--- config.mk ---
export PLATFORM = sky130hd
export DESIGN_NAME = dpsr_regs
export DESIGN_NICKNAME = d
export VERILOG_FILES = /design/src/dpsr_pkg.sv /design/src/dpsr_regs.sv
export SDC_FILE = /design/constraint.sdc
export NUM_CORES = 1
export LEC_CHECK = 0
export ABC_AREA = 1
export BUFFER_PORTS_ARGS = -buffer_cell sky130_fd_sc_hd__buf_2
export CAP_MARGIN = 15
export CORE_AREA = 2 2 127 129
export CTS_CLUSTER_SIZE = 24
export DETAILED_ROUTE_END_ITERATION = 16
export DIE_AREA = 0 0 129 131
export GPL_TIMING_DRIVEN = 0
export PLACE_DENSITY = 0.84
export SLEW_MARGIN = 20
export SYNTH_ARGS = -nofsm -noshare
export SYNTH_HDL_FRONTEND = slang
export SYNTH_SLANG_ARGS = --single-unit
--- constraint.sdc ---
create_clock -name mclk -period 4.4 [get_ports mclk]
set_clock_uncertainty 0.2 [all_clocks]
set_input_delay 0.44 -clock mclk [delete_from_list [all_inputs] [get_ports mclk]]
set_output_delay 0.44 -clock mclk [all_outputs]
set_load 0.02 [all_outputs]
--- src/dpsr_pkg.sv ---
// constants and types shared by the descriptor pointer shadow registers
package dpsr_pkg;
   // ------------------------------------------------------------
   // register byte offsets
   // ------------------------------------------------------------
   localparam logic [7:0] OFS_CTRL = 8'h00;
   localparam logic [7:0] OFS_NRX = 8'h04;
   localparam logic [7:0] OFS_CRX = 8'h08;
   localparam logic [7:0] OFS_NNRX = 8'h0c;
   localparam logic [7:0] OFS_NNTX = 8'h10;
   localparam logic [7:0] OFS_RXSTAT = 8'h14;
   localparam int ADDR_W = 8;
   // ------------------------------------------------------------
   // field layout
   // ------------------------------------------------------------
   localparam int PTR24_W = 24;
   localparam int PTR32_W = 32;
   localparam int STAT_W = 8;
   localparam int CTRL_STOP_BIT = 0;
   localparam int CTRL_SUSP_BIT = 1;
   localparam int RXSTAT_LSB = 24;
   localparam int WORD1_STAT_LSB = 8;
   localparam int WORD1_W = 16;
   // ------------------------------------------------------------
   // reset values and the NONSEQ transfer code
   // ------------------------------------------------------------
   localparam logic [23:0] PTR24_RST = 24'h000000;
   localparam logic [31:0] PTR32_RST = 32'h00000000;
   localparam logic [7:0] STAT_RST = 8'h00;
   localparam logic STOP_RST = 1'b1;
   localparam logic SUSP_RST = 1'b0;
   localparam logic [1:0] HTRANS_NONSEQ = 2'h2;
   // engine-side register select
   typedef enum logic [1:0] {
      DPSR_SEL_NRX,
      DPSR_SEL_CRX,
      DPSR_SEL_NNRX,
      DPSR_SEL_NNTX
   } dpsr_sel_t;
endpackage

--- src/dpsr_regs.sv ---
// ahb-lite register bank for receive/transmit descriptor ring pointers
//
// The implementer's own choices: the AHB-Lite slave port and the register offsets.
`timescale 1ns/100ps
// Summary of operation
// next receive pointer keeps address of next receive ring entry in bits 23-0.
// upper bits 31-24 of 24-bit pointers written zero; read value undefined (zero here).
// current receive pointer keeps address of receive ring entry in use, bits 23-0.
// next-next receive pointer is a full 32-bit pointer, two entries ahead.
// next-next transmit pointer is a full 32-bit pointer, two entries ahead.
// current receive status copies bits 15:8 of current receive descriptor word 1.
// software touches pointers and status only while stop or suspend is set.
// pointer and status writes while neither stop nor suspend is set are dropped; pointers stay unchanged.
module dpsr_regs (
   input wire logic mclk,
   input wire logic rst_n,
   input wire logic hsel,
   input wire logic [31:0] haddr,
   input wire logic [1:0] htrans,
   input wire logic hwrite,
   input wire logic [2:0] hsize,
   input wire logic [31:0] hwdata,
   input wire logic hready,
   output logic [31:0] hrdata,
   output logic hreadyout,
   output logic hresp,
   input wire logic eng_wr,
   input wire dpsr_pkg::dpsr_sel_t eng_sel,
   input wire logic [31:0] eng_wdata,
   input wire logic eng_stat_load,
   input wire logic [15:0] rx_descriptor_word1,
   output logic [23:0] next_rx_desc_ptr,
   output logic [23:0] current_rx_desc_ptr,
   output logic [31:0] next_next_rx_desc_ptr,
   output logic [31:0] next_next_tx_desc_ptr,
   output logic [7:0] current_rx_status_copy,
   output logic stop_bit,
   output logic suspend_bit
);
   // ------------------------------------------------------------
   // state
   // ------------------------------------------------------------
   logic [23:0] nrx_r, nrx_nxt;
   logic [23:0] crx_r, crx_nxt;
   logic [31:0] nnrx_r, nnrx_nxt;
   logic [31:0] nntx_r, nntx_nxt;
   logic [7:0] rxstat_r, rxstat_nxt;
   logic stop_r, stop_nxt;
   logic susp_r, susp_nxt;
   logic wpend_r, wpend_nxt;
   logic [7:0] waddr_r, waddr_nxt;
   logic [31:0] rdata_r, rdata_nxt;
   logic rdy_r, rdy_nxt;
   logic addr_take;
   logic sw_open;
   logic sw_wr;

   function automatic logic wr_hit(input logic pend, input logic [7:0] a, input logic [7:0] o);
      wr_hit = pend && (a == o);
   endfunction

   // ------------------------------------------------------------
   // next-state logic
   // ------------------------------------------------------------
   always_comb begin
      addr_take = hsel && hready && (htrans == dpsr_pkg::HTRANS_NONSEQ);
      // pointers are only safe to touch while the engine is parked
      sw_open = stop_r || susp_r;
      sw_wr = wpend_r && sw_open;
      wpend_nxt = addr_take && hwrite;
      waddr_nxt = addr_take ? haddr[dpsr_pkg::ADDR_W-1:0] : waddr_r;
      rdy_nxt = 1'b1;
      stop_nxt = stop_r;
      susp_nxt = susp_r;
      if (wr_hit(wpend_r, waddr_r, dpsr_pkg::OFS_CTRL)) begin
         stop_nxt = hwdata[dpsr_pkg::CTRL_STOP_BIT];
         susp_nxt = hwdata[dpsr_pkg::CTRL_SUSP_BIT];
      end
      nrx_nxt = nrx_r;
      crx_nxt = crx_r;
      nnrx_nxt = nnrx_r;
      nntx_nxt = nntx_r;
      rxstat_nxt = rxstat_r;
      // upper bits of a 24-bit pointer are not stored at all
      if (wr_hit(sw_wr, waddr_r, dpsr_pkg::OFS_NRX)) begin
         nrx_nxt = hwdata[dpsr_pkg::PTR24_W-1:0];
      end
      if (wr_hit(sw_wr, waddr_r, dpsr_pkg::OFS_CRX)) begin
         crx_nxt = hwdata[dpsr_pkg::PTR24_W-1:0];
      end
      if (wr_hit(sw_wr, waddr_r, dpsr_pkg::OFS_NNRX)) begin
         nnrx_nxt = hwdata;
      end
      if (wr_hit(sw_wr, waddr_r, dpsr_pkg::OFS_NNTX)) begin
         nntx_nxt = hwdata;
      end
      if (wr_hit(sw_wr, waddr_r, dpsr_pkg::OFS_RXSTAT)) begin
         rxstat_nxt = hwdata[dpsr_pkg::RXSTAT_LSB +: dpsr_pkg::STAT_W];
      end
      // engine updates win over a software write in the same cycle
      if (eng_wr) begin
         unique case (eng_sel)
            dpsr_pkg::DPSR_SEL_NRX: begin
               nrx_nxt = eng_wdata[dpsr_pkg::PTR24_W-1:0];
            end
            dpsr_pkg::DPSR_SEL_CRX: begin
               crx_nxt = eng_wdata[dpsr_pkg::PTR24_W-1:0];
            end
            dpsr_pkg::DPSR_SEL_NNRX: begin
               nnrx_nxt = eng_wdata;
            end
            dpsr_pkg::DPSR_SEL_NNTX: begin
               nntx_nxt = eng_wdata;
            end
         endcase
      end
      if (eng_stat_load) begin
         rxstat_nxt = rx_descriptor_word1[dpsr_pkg::WORD1_STAT_LSB +: dpsr_pkg::STAT_W];
      end
      // read data built from next values so a read right after a write sees it
      rdata_nxt = 32'h00000000;
      if (addr_take && !hwrite) begin
         unique case (haddr[dpsr_pkg::ADDR_W-1:0])
            dpsr_pkg::OFS_CTRL: begin
               rdata_nxt[dpsr_pkg::CTRL_STOP_BIT] = stop_nxt;
               rdata_nxt[dpsr_pkg::CTRL_SUSP_BIT] = susp_nxt;
            end
            dpsr_pkg::OFS_NRX: begin
               rdata_nxt[dpsr_pkg::PTR24_W-1:0] = nrx_nxt;
            end
            dpsr_pkg::OFS_CRX: begin
               rdata_nxt[dpsr_pkg::PTR24_W-1:0] = crx_nxt;
            end
            dpsr_pkg::OFS_NNRX: begin
               rdata_nxt = nnrx_nxt;
            end
            dpsr_pkg::OFS_NNTX: begin
               rdata_nxt = nntx_nxt;
            end
            dpsr_pkg::OFS_RXSTAT: begin
               rdata_nxt[dpsr_pkg::RXSTAT_LSB +: dpsr_pkg::STAT_W] = rxstat_nxt;
            end
            default: begin
               rdata_nxt = 32'h00000000;
            end
         endcase
      end
   end

   // ------------------------------------------------------------
   // registers
   // ------------------------------------------------------------
   always_ff @(posedge mclk) begin
      if (!rst_n) begin
         nrx_r <= dpsr_pkg::PTR24_RST;
         crx_r <= dpsr_pkg::PTR24_RST;
         nnrx_r <= dpsr_pkg::PTR32_RST;
         nntx_r <= dpsr_pkg::PTR32_RST;
         rxstat_r <= dpsr_pkg::STAT_RST;
         stop_r <= dpsr_pkg::STOP_RST;
         susp_r <= dpsr_pkg::SUSP_RST;
         wpend_r <= 1'b0;
         waddr_r <= 8'h00;
         rdata_r <= 32'h00000000;
         rdy_r <= 1'b1;
      end else begin
         nrx_r <= nrx_nxt;
         crx_r <= crx_nxt;
         nnrx_r <= nnrx_nxt;
         nntx_r <= nntx_nxt;
         rxstat_r <= rxstat_nxt;
         stop_r <= stop_nxt;
         susp_r <= susp_nxt;
         wpend_r <= wpend_nxt;
         waddr_r <= waddr_nxt;
         rdata_r <= rdata_nxt;
         rdy_r <= rdy_nxt;
      end
   end

   assign hrdata = rdata_r;
   assign hreadyout = rdy_r;
   assign hresp = 1'b0;
   assign next_rx_desc_ptr = nrx_r;
   assign current_rx_desc_ptr = crx_r;
   assign next_next_rx_desc_ptr = nnrx_r;
   assign next_next_tx_desc_ptr = nntx_r;
   assign current_rx_status_copy = rxstat_r;
   assign stop_bit = stop_r;
   assign suspend_bit = susp_r;
endmodule

# --- After elaboration in Yosys (flattened, before gate mapping) ---
# Index checks and enable logic that the tools add are counted.
word_totals:
  register_bits: 163
op_classes:
  mux: 19
  n_eq_ne: 14
  n_reduce_logical: 17
ops:
  columns: ["cell", "n"]
  rows:
  - ["32-bit 2-to-1 mux", 6]
  - ["24-bit 2-to-1 mux", 6]
  - ["22-bit one-hot mux with 4 select lines", 1]
  - ["8-bit by 4-bit == test with 1-bit output, second input constant", 4]
  - ["8-bit by 5-bit == test with 1-bit output, second input constant", 4]
  - ["8-bit one-hot mux with 3 select lines", 1]
  - ["8-bit by 3-bit == test with 1-bit output, second input constant", 2]
  - ["8-bit logical NOT", 2]
  - ["8-bit 2-to-1 mux", 2]
  - ["1-bit logical AND", 11]
  - ["2-bit one-hot mux with 5 select lines", 1]
  - ["2-bit == test, second input constant", 3]
  - ["2-bit by 1-bit == test with 1-bit output, second input constant", 1]
  - ["2-bit logical NOT", 1]
  - ["1-bit 2-to-1 mux", 2]
  - ["2-bit AND reduction", 1]
  - ["1-bit logical NOT", 1]
  - ["1-bit logical OR", 1]

# --- Logic depth before layout (Yosys ltp) ---
depth:
  word_depth: 7
  depth_mapped: 12
  mapped_depth_nobuf: 12

# --- Worst setup path after synthesis ---
# OpenSTA, ideal clock, no wires.
synth_path:
  kind: "flip-flop to flip-flop"
  start: "reg susp_r, in the netlist suspend_bit"
  end: "reg rdata_r[0], in the netlist hrdata[0]"
  stages_incl_launch_ff: 11
  slack_ps: 2638
  n_path_buf: 1
  arrival_ps: 1441
  setup_ps: 121
  required_time_ps: 4079
  path_cell_list: "dfxtp_1 o21ai_2 nor2_4 nand2_2 buf_2 nand2_1 nand3_1 nand3_1 nand3_1 nor2_1 nor2_1"
synth_between:
  elab_chain_len: 7
  elab_cells_between_ends: 19
  cone_classes: "mux: 13; reduce/logical: 6"
synth_lines:
  columns: ["item", "line_no", "source"]
  rows:
  - ["start, declared", "dpsr_regs.sv:49", "logic susp_r, susp_nxt;"]
  - ["start signal, assigned", "dpsr_regs.sv:161", "susp_r <= dpsr_pkg::SUSP_RST;"]
  - ["start signal, assigned", "dpsr_regs.sv:173", "susp_r <= susp_nxt;"]
  - ["1-bit logical OR *", "dpsr_regs.sv:68", "sw_open = stop_r || susp_r;"]
  - ["1-bit logical AND *", "dpsr_regs.sv:69", "sw_wr = wpend_r && sw_open;"]
  - ["1-bit logical AND", "dpsr_regs.sv:59", "wr_hit = pend && (a == o);"]
  - ["32-bit 2-to-1 mux, or another cell as far along", "dpsr_regs.sv:94", "if (wr_hit(sw_wr, waddr_r, dpsr_pkg::OFS_NNTX)) begin"]
  - ["32-bit 2-to-1 mux or 24-bit 2-to-1 mux (tied branches)", "dpsr_regs.sv:102", "unique case (eng_sel)"]
  - ["32-bit 2-to-1 mux or 24-bit 2-to-1 mux (tied branches)", "dpsr_regs.sv:101", "if (eng_wr) begin"]
  - ["2-bit one-hot mux with 5 select lines *", "dpsr_regs.sv:123", "unique case (haddr[dpsr_pkg::ADDR_W-1:0])"]
  - ["end signal, assigned", "dpsr_regs.sv:176", "rdata_r <= rdata_nxt;"]
  - ["end, declared", "dpsr_regs.sv:52", "logic [31:0] rdata_r, rdata_nxt;"]
# Every way passes the cells marked *; elsewhere a longest branch is shown, timed or not.
# A chain may end at the register's enable or synchronous reset.

# --- Worst setup path after layout ---
layout_path:
  start: "reg waddr_r[0]"
  end: "reg rdata_r[1], in the netlist hrdata[1]"
layout_between:
  elab_chain_len: 6
  elab_cells_between_ends: 24
  cone_classes: "eq/ne: 4; mux: 14; reduce/logical: 6"
layout_lines:
  columns: ["item", "line_no", "source"]
  rows:
  - ["start, declared", "dpsr_regs.sv:51", "logic [7:0] waddr_r, waddr_nxt;"]
  - ["start signal, assigned", "dpsr_regs.sv:175", "waddr_r <= waddr_nxt;"]
  - ["8-bit by 5-bit == test with 1-bit output, or another cell as far along", "dpsr_regs.sv:59", null]
  - ["1-bit logical AND", "dpsr_regs.sv:59", null]
  - ["32-bit 2-to-1 mux, or another cell as far along", "dpsr_regs.sv:94", null]
  - ["32-bit 2-to-1 mux or 24-bit 2-to-1 mux (tied branches)", "dpsr_regs.sv:102", null]
  - ["32-bit 2-to-1 mux or 24-bit 2-to-1 mux (tied branches)", "dpsr_regs.sv:101", null]
  - ["2-bit one-hot mux with 5 select lines *", "dpsr_regs.sv:123", null]
# Marked as above.

==> reports/results.ini <==
[cts]
insertion_delay_ps = 430
postCtsSetupBuffers = 0
clockBufferDepth = 2
cts_buffers = 17
cts_resized = 0
htree_levels = 4
clock_sinks = 163
cts_tree = built
clk_pin_slew_ps = 60
cts_hold_buf = 0
cts-root-buf = clkbuf_16

[placement]
place_inst = 1781
globalplace.congestion = 0.960
dp_slack_ps = 2030
portBuffers = 243
dp_hpwl_um = 22600

[grt]
grtUsageTotal_pct = 35.7
grt_pass1_vias = 9096
grt_first_pass_wirelength_um = 46100
antenna_found_initial = 0
grt_max_degree = 17
grt_overflow_total = 0

[final_layout]
layout_commonest_cell = nand2_1
synthToLayoutAreaGrowth_pct = 24.6
drive_gt1_share_pct = 22.4
final_cells = 1812
nets = 1710
final_cell_mix = 423 x nand2_1, 318 x nand3_1, 275 x buf_2

[logic_synthesis]
synth.yosys.warnings = 0
synth_nets = 1448
synth_seq_cells = 163
netlist_area_um2 = 8380
syn_area_per_cell_um2 = 6.34
synth_cell_type_count = 29
synth-seq-area-share_pct = 38.9
syn_inst = 1322

[drt]
wl_per_cell_um = 17.2
drc = 0
num_vias = 10177
drtIter0Drc = 1296
drt_wl_total_um = 31100
drt_first_pass_iters = 6
ant_nets = 0
avgViaCountPerCell = 5.62

[setup_path]
cp.arrival_ps = 2430
endpoint_kind = flop
worstSetupPathType = reg -> reg
required_ps = 4520
cp-start-kind = flop
critPathMaxFanout = 10

[floorplan]
rows = 46
die-area_um2 = 16900
core-area_um2 = 15600
fp.dieH_um = 131
io_pins = 282
chipWidth_um = 129
initial_core_util_pct = 53.7

[sta]
rsz0062_at_grt = false
slew_violations = 0
slew_headroom_pct = 45.6
finalHoldViolCount = 0
timing.fmax_mhz = 434
period_needed_ps = 2300
fin_ws_ps = 2100
finalSetupViolations = 0
worstMarginPinSlew_ps = 816
period_share_pct = 52.4
setup_tns_ps = 0

[outcome]
status = complete, no violations

[power_and_ir_drop]
vdd_ir_drop_max_mv = 0.265
power_leakage_nw = 5.31
power_density_nw_per_um2 = 341

[flow_run]
maxCapViolCount = 0

[worst_hold_path]
min_path_type = in -> reg

[cells by family after synthesis]
logic type             Yosys count  share of synthesized area, %
other                            2                        0.0896
DFF                            163                          38.9
and+or+nand+nor                968                          50.0
buffers and inverters          142                          7.84
AOI/OAI and AO/OA               47                          3.10
[Yosys cell counts (all sizes together)]
cell type | number | area (um2)
and3 | 1 | 6.26
or2 | 17 | 106
nor2 | 198 | 776
buf | 49 | 307
inv | 62 | 233
a21oi | 6 | 30.0
dfxtp | 163 | 3260
nand2 | 427 | 1610
conb | 2 | 7.51
nor4 | 2 | 42.5
nand3 | 321 | 1640
o21ai | 32 | 164
o211ai | 8 | 60.1
a31oi | 1 | 6.26
nor3 | 2 | 15.0
clkinv | 1 | 5.00
clkbuf | 30 | 113
[final timing paths]
check / start / to / slack [ps] / cells after the start
setup / recovery: waddr_r[0] / hrdata[1] / 2100 / 11
hold / removal: haddr[0] / waddr_r[0] / 50 / 3
setup reg to reg: waddr_r[0] / hrdata[1] / 2100 / 11
hold reg to reg: waddr_r[6] / waddr_r[6] / 330 / 2
[layout make-up]
class,instances,area [um2]
inverters,63,238
diodes,1,2.50
repair buffers,243,1220
multi-input cells,1017,4460
clock buffers,25,495
flip-flops and latches,163,3260
plain buffers,79,419
clock inverters,5,75.1
fillers,1467,5150
well taps,216,270
[sequential cells by signal, summed over array words and instances, names as in the netlist]
name                    flops
next_rx_desc_ptr           24
hrdata                     32
wpend_r                     1
waddr_r                     8
next_next_tx_desc_ptr      32
stop_bit                    1
suspend_bit                 1
current_rx_status_copy      8
current_rx_desc_ptr        24
next_next_rx_desc_ptr      32
[through the flow]
stage          power, mW  hold slack (ps)  cell area (um2)  utilization, %
5_1_grt             3.67             65.5            10400            66.9
6_report            3.57             50.5            10400            67.0
3_5_place_dp        2.11              314             9870            63.3
4_1_cts             3.55             48.9            10400            66.9
3_3_place_gp        2.10              297             9870            63.3
2_1_floorplan       1.91              279             8380               -
[report_power, final]
part | internal (mW) | leakage [nW] | total, mW | switching [mW]
Sequential | 1.54 | 1.33 | 1.58 | 0.0411
Combinational | 0.159 | 3.70 | 0.514 | 0.355
Clock | 0.887 | 0.283 | 1.47 | 0.585
Total | 2.58 | 5.31 | 3.57 | 0.981
[routing by layer]
| metal | GRT usage (%) | vias to the layer above | share of wire (%) |
|---|---|---|---|
| met3 | 8.27 | 129 | 12 |
| met2 | 58.0 | 747 | 45 |
| met1 | 44.1 | 4509 | 38 |
| li1 | - | 4792 | - |
| met4 | 19.4 | 0 | 4.7 |
| met5 | 0 | - | 0 |
[worst max-delay path, stage by stage (launching register included)]
cell and delay [ps]:
dfxtp_1 330, inv_1 70, nand2_1 110, nor2_2 360
nand3_2 270, buf_2 290, nand2_1 90, nand3_1 90
nand3_1 100, nand3_1 100, nor2_1 130, nor2_1 50
(Power assumes the default switching activity.)
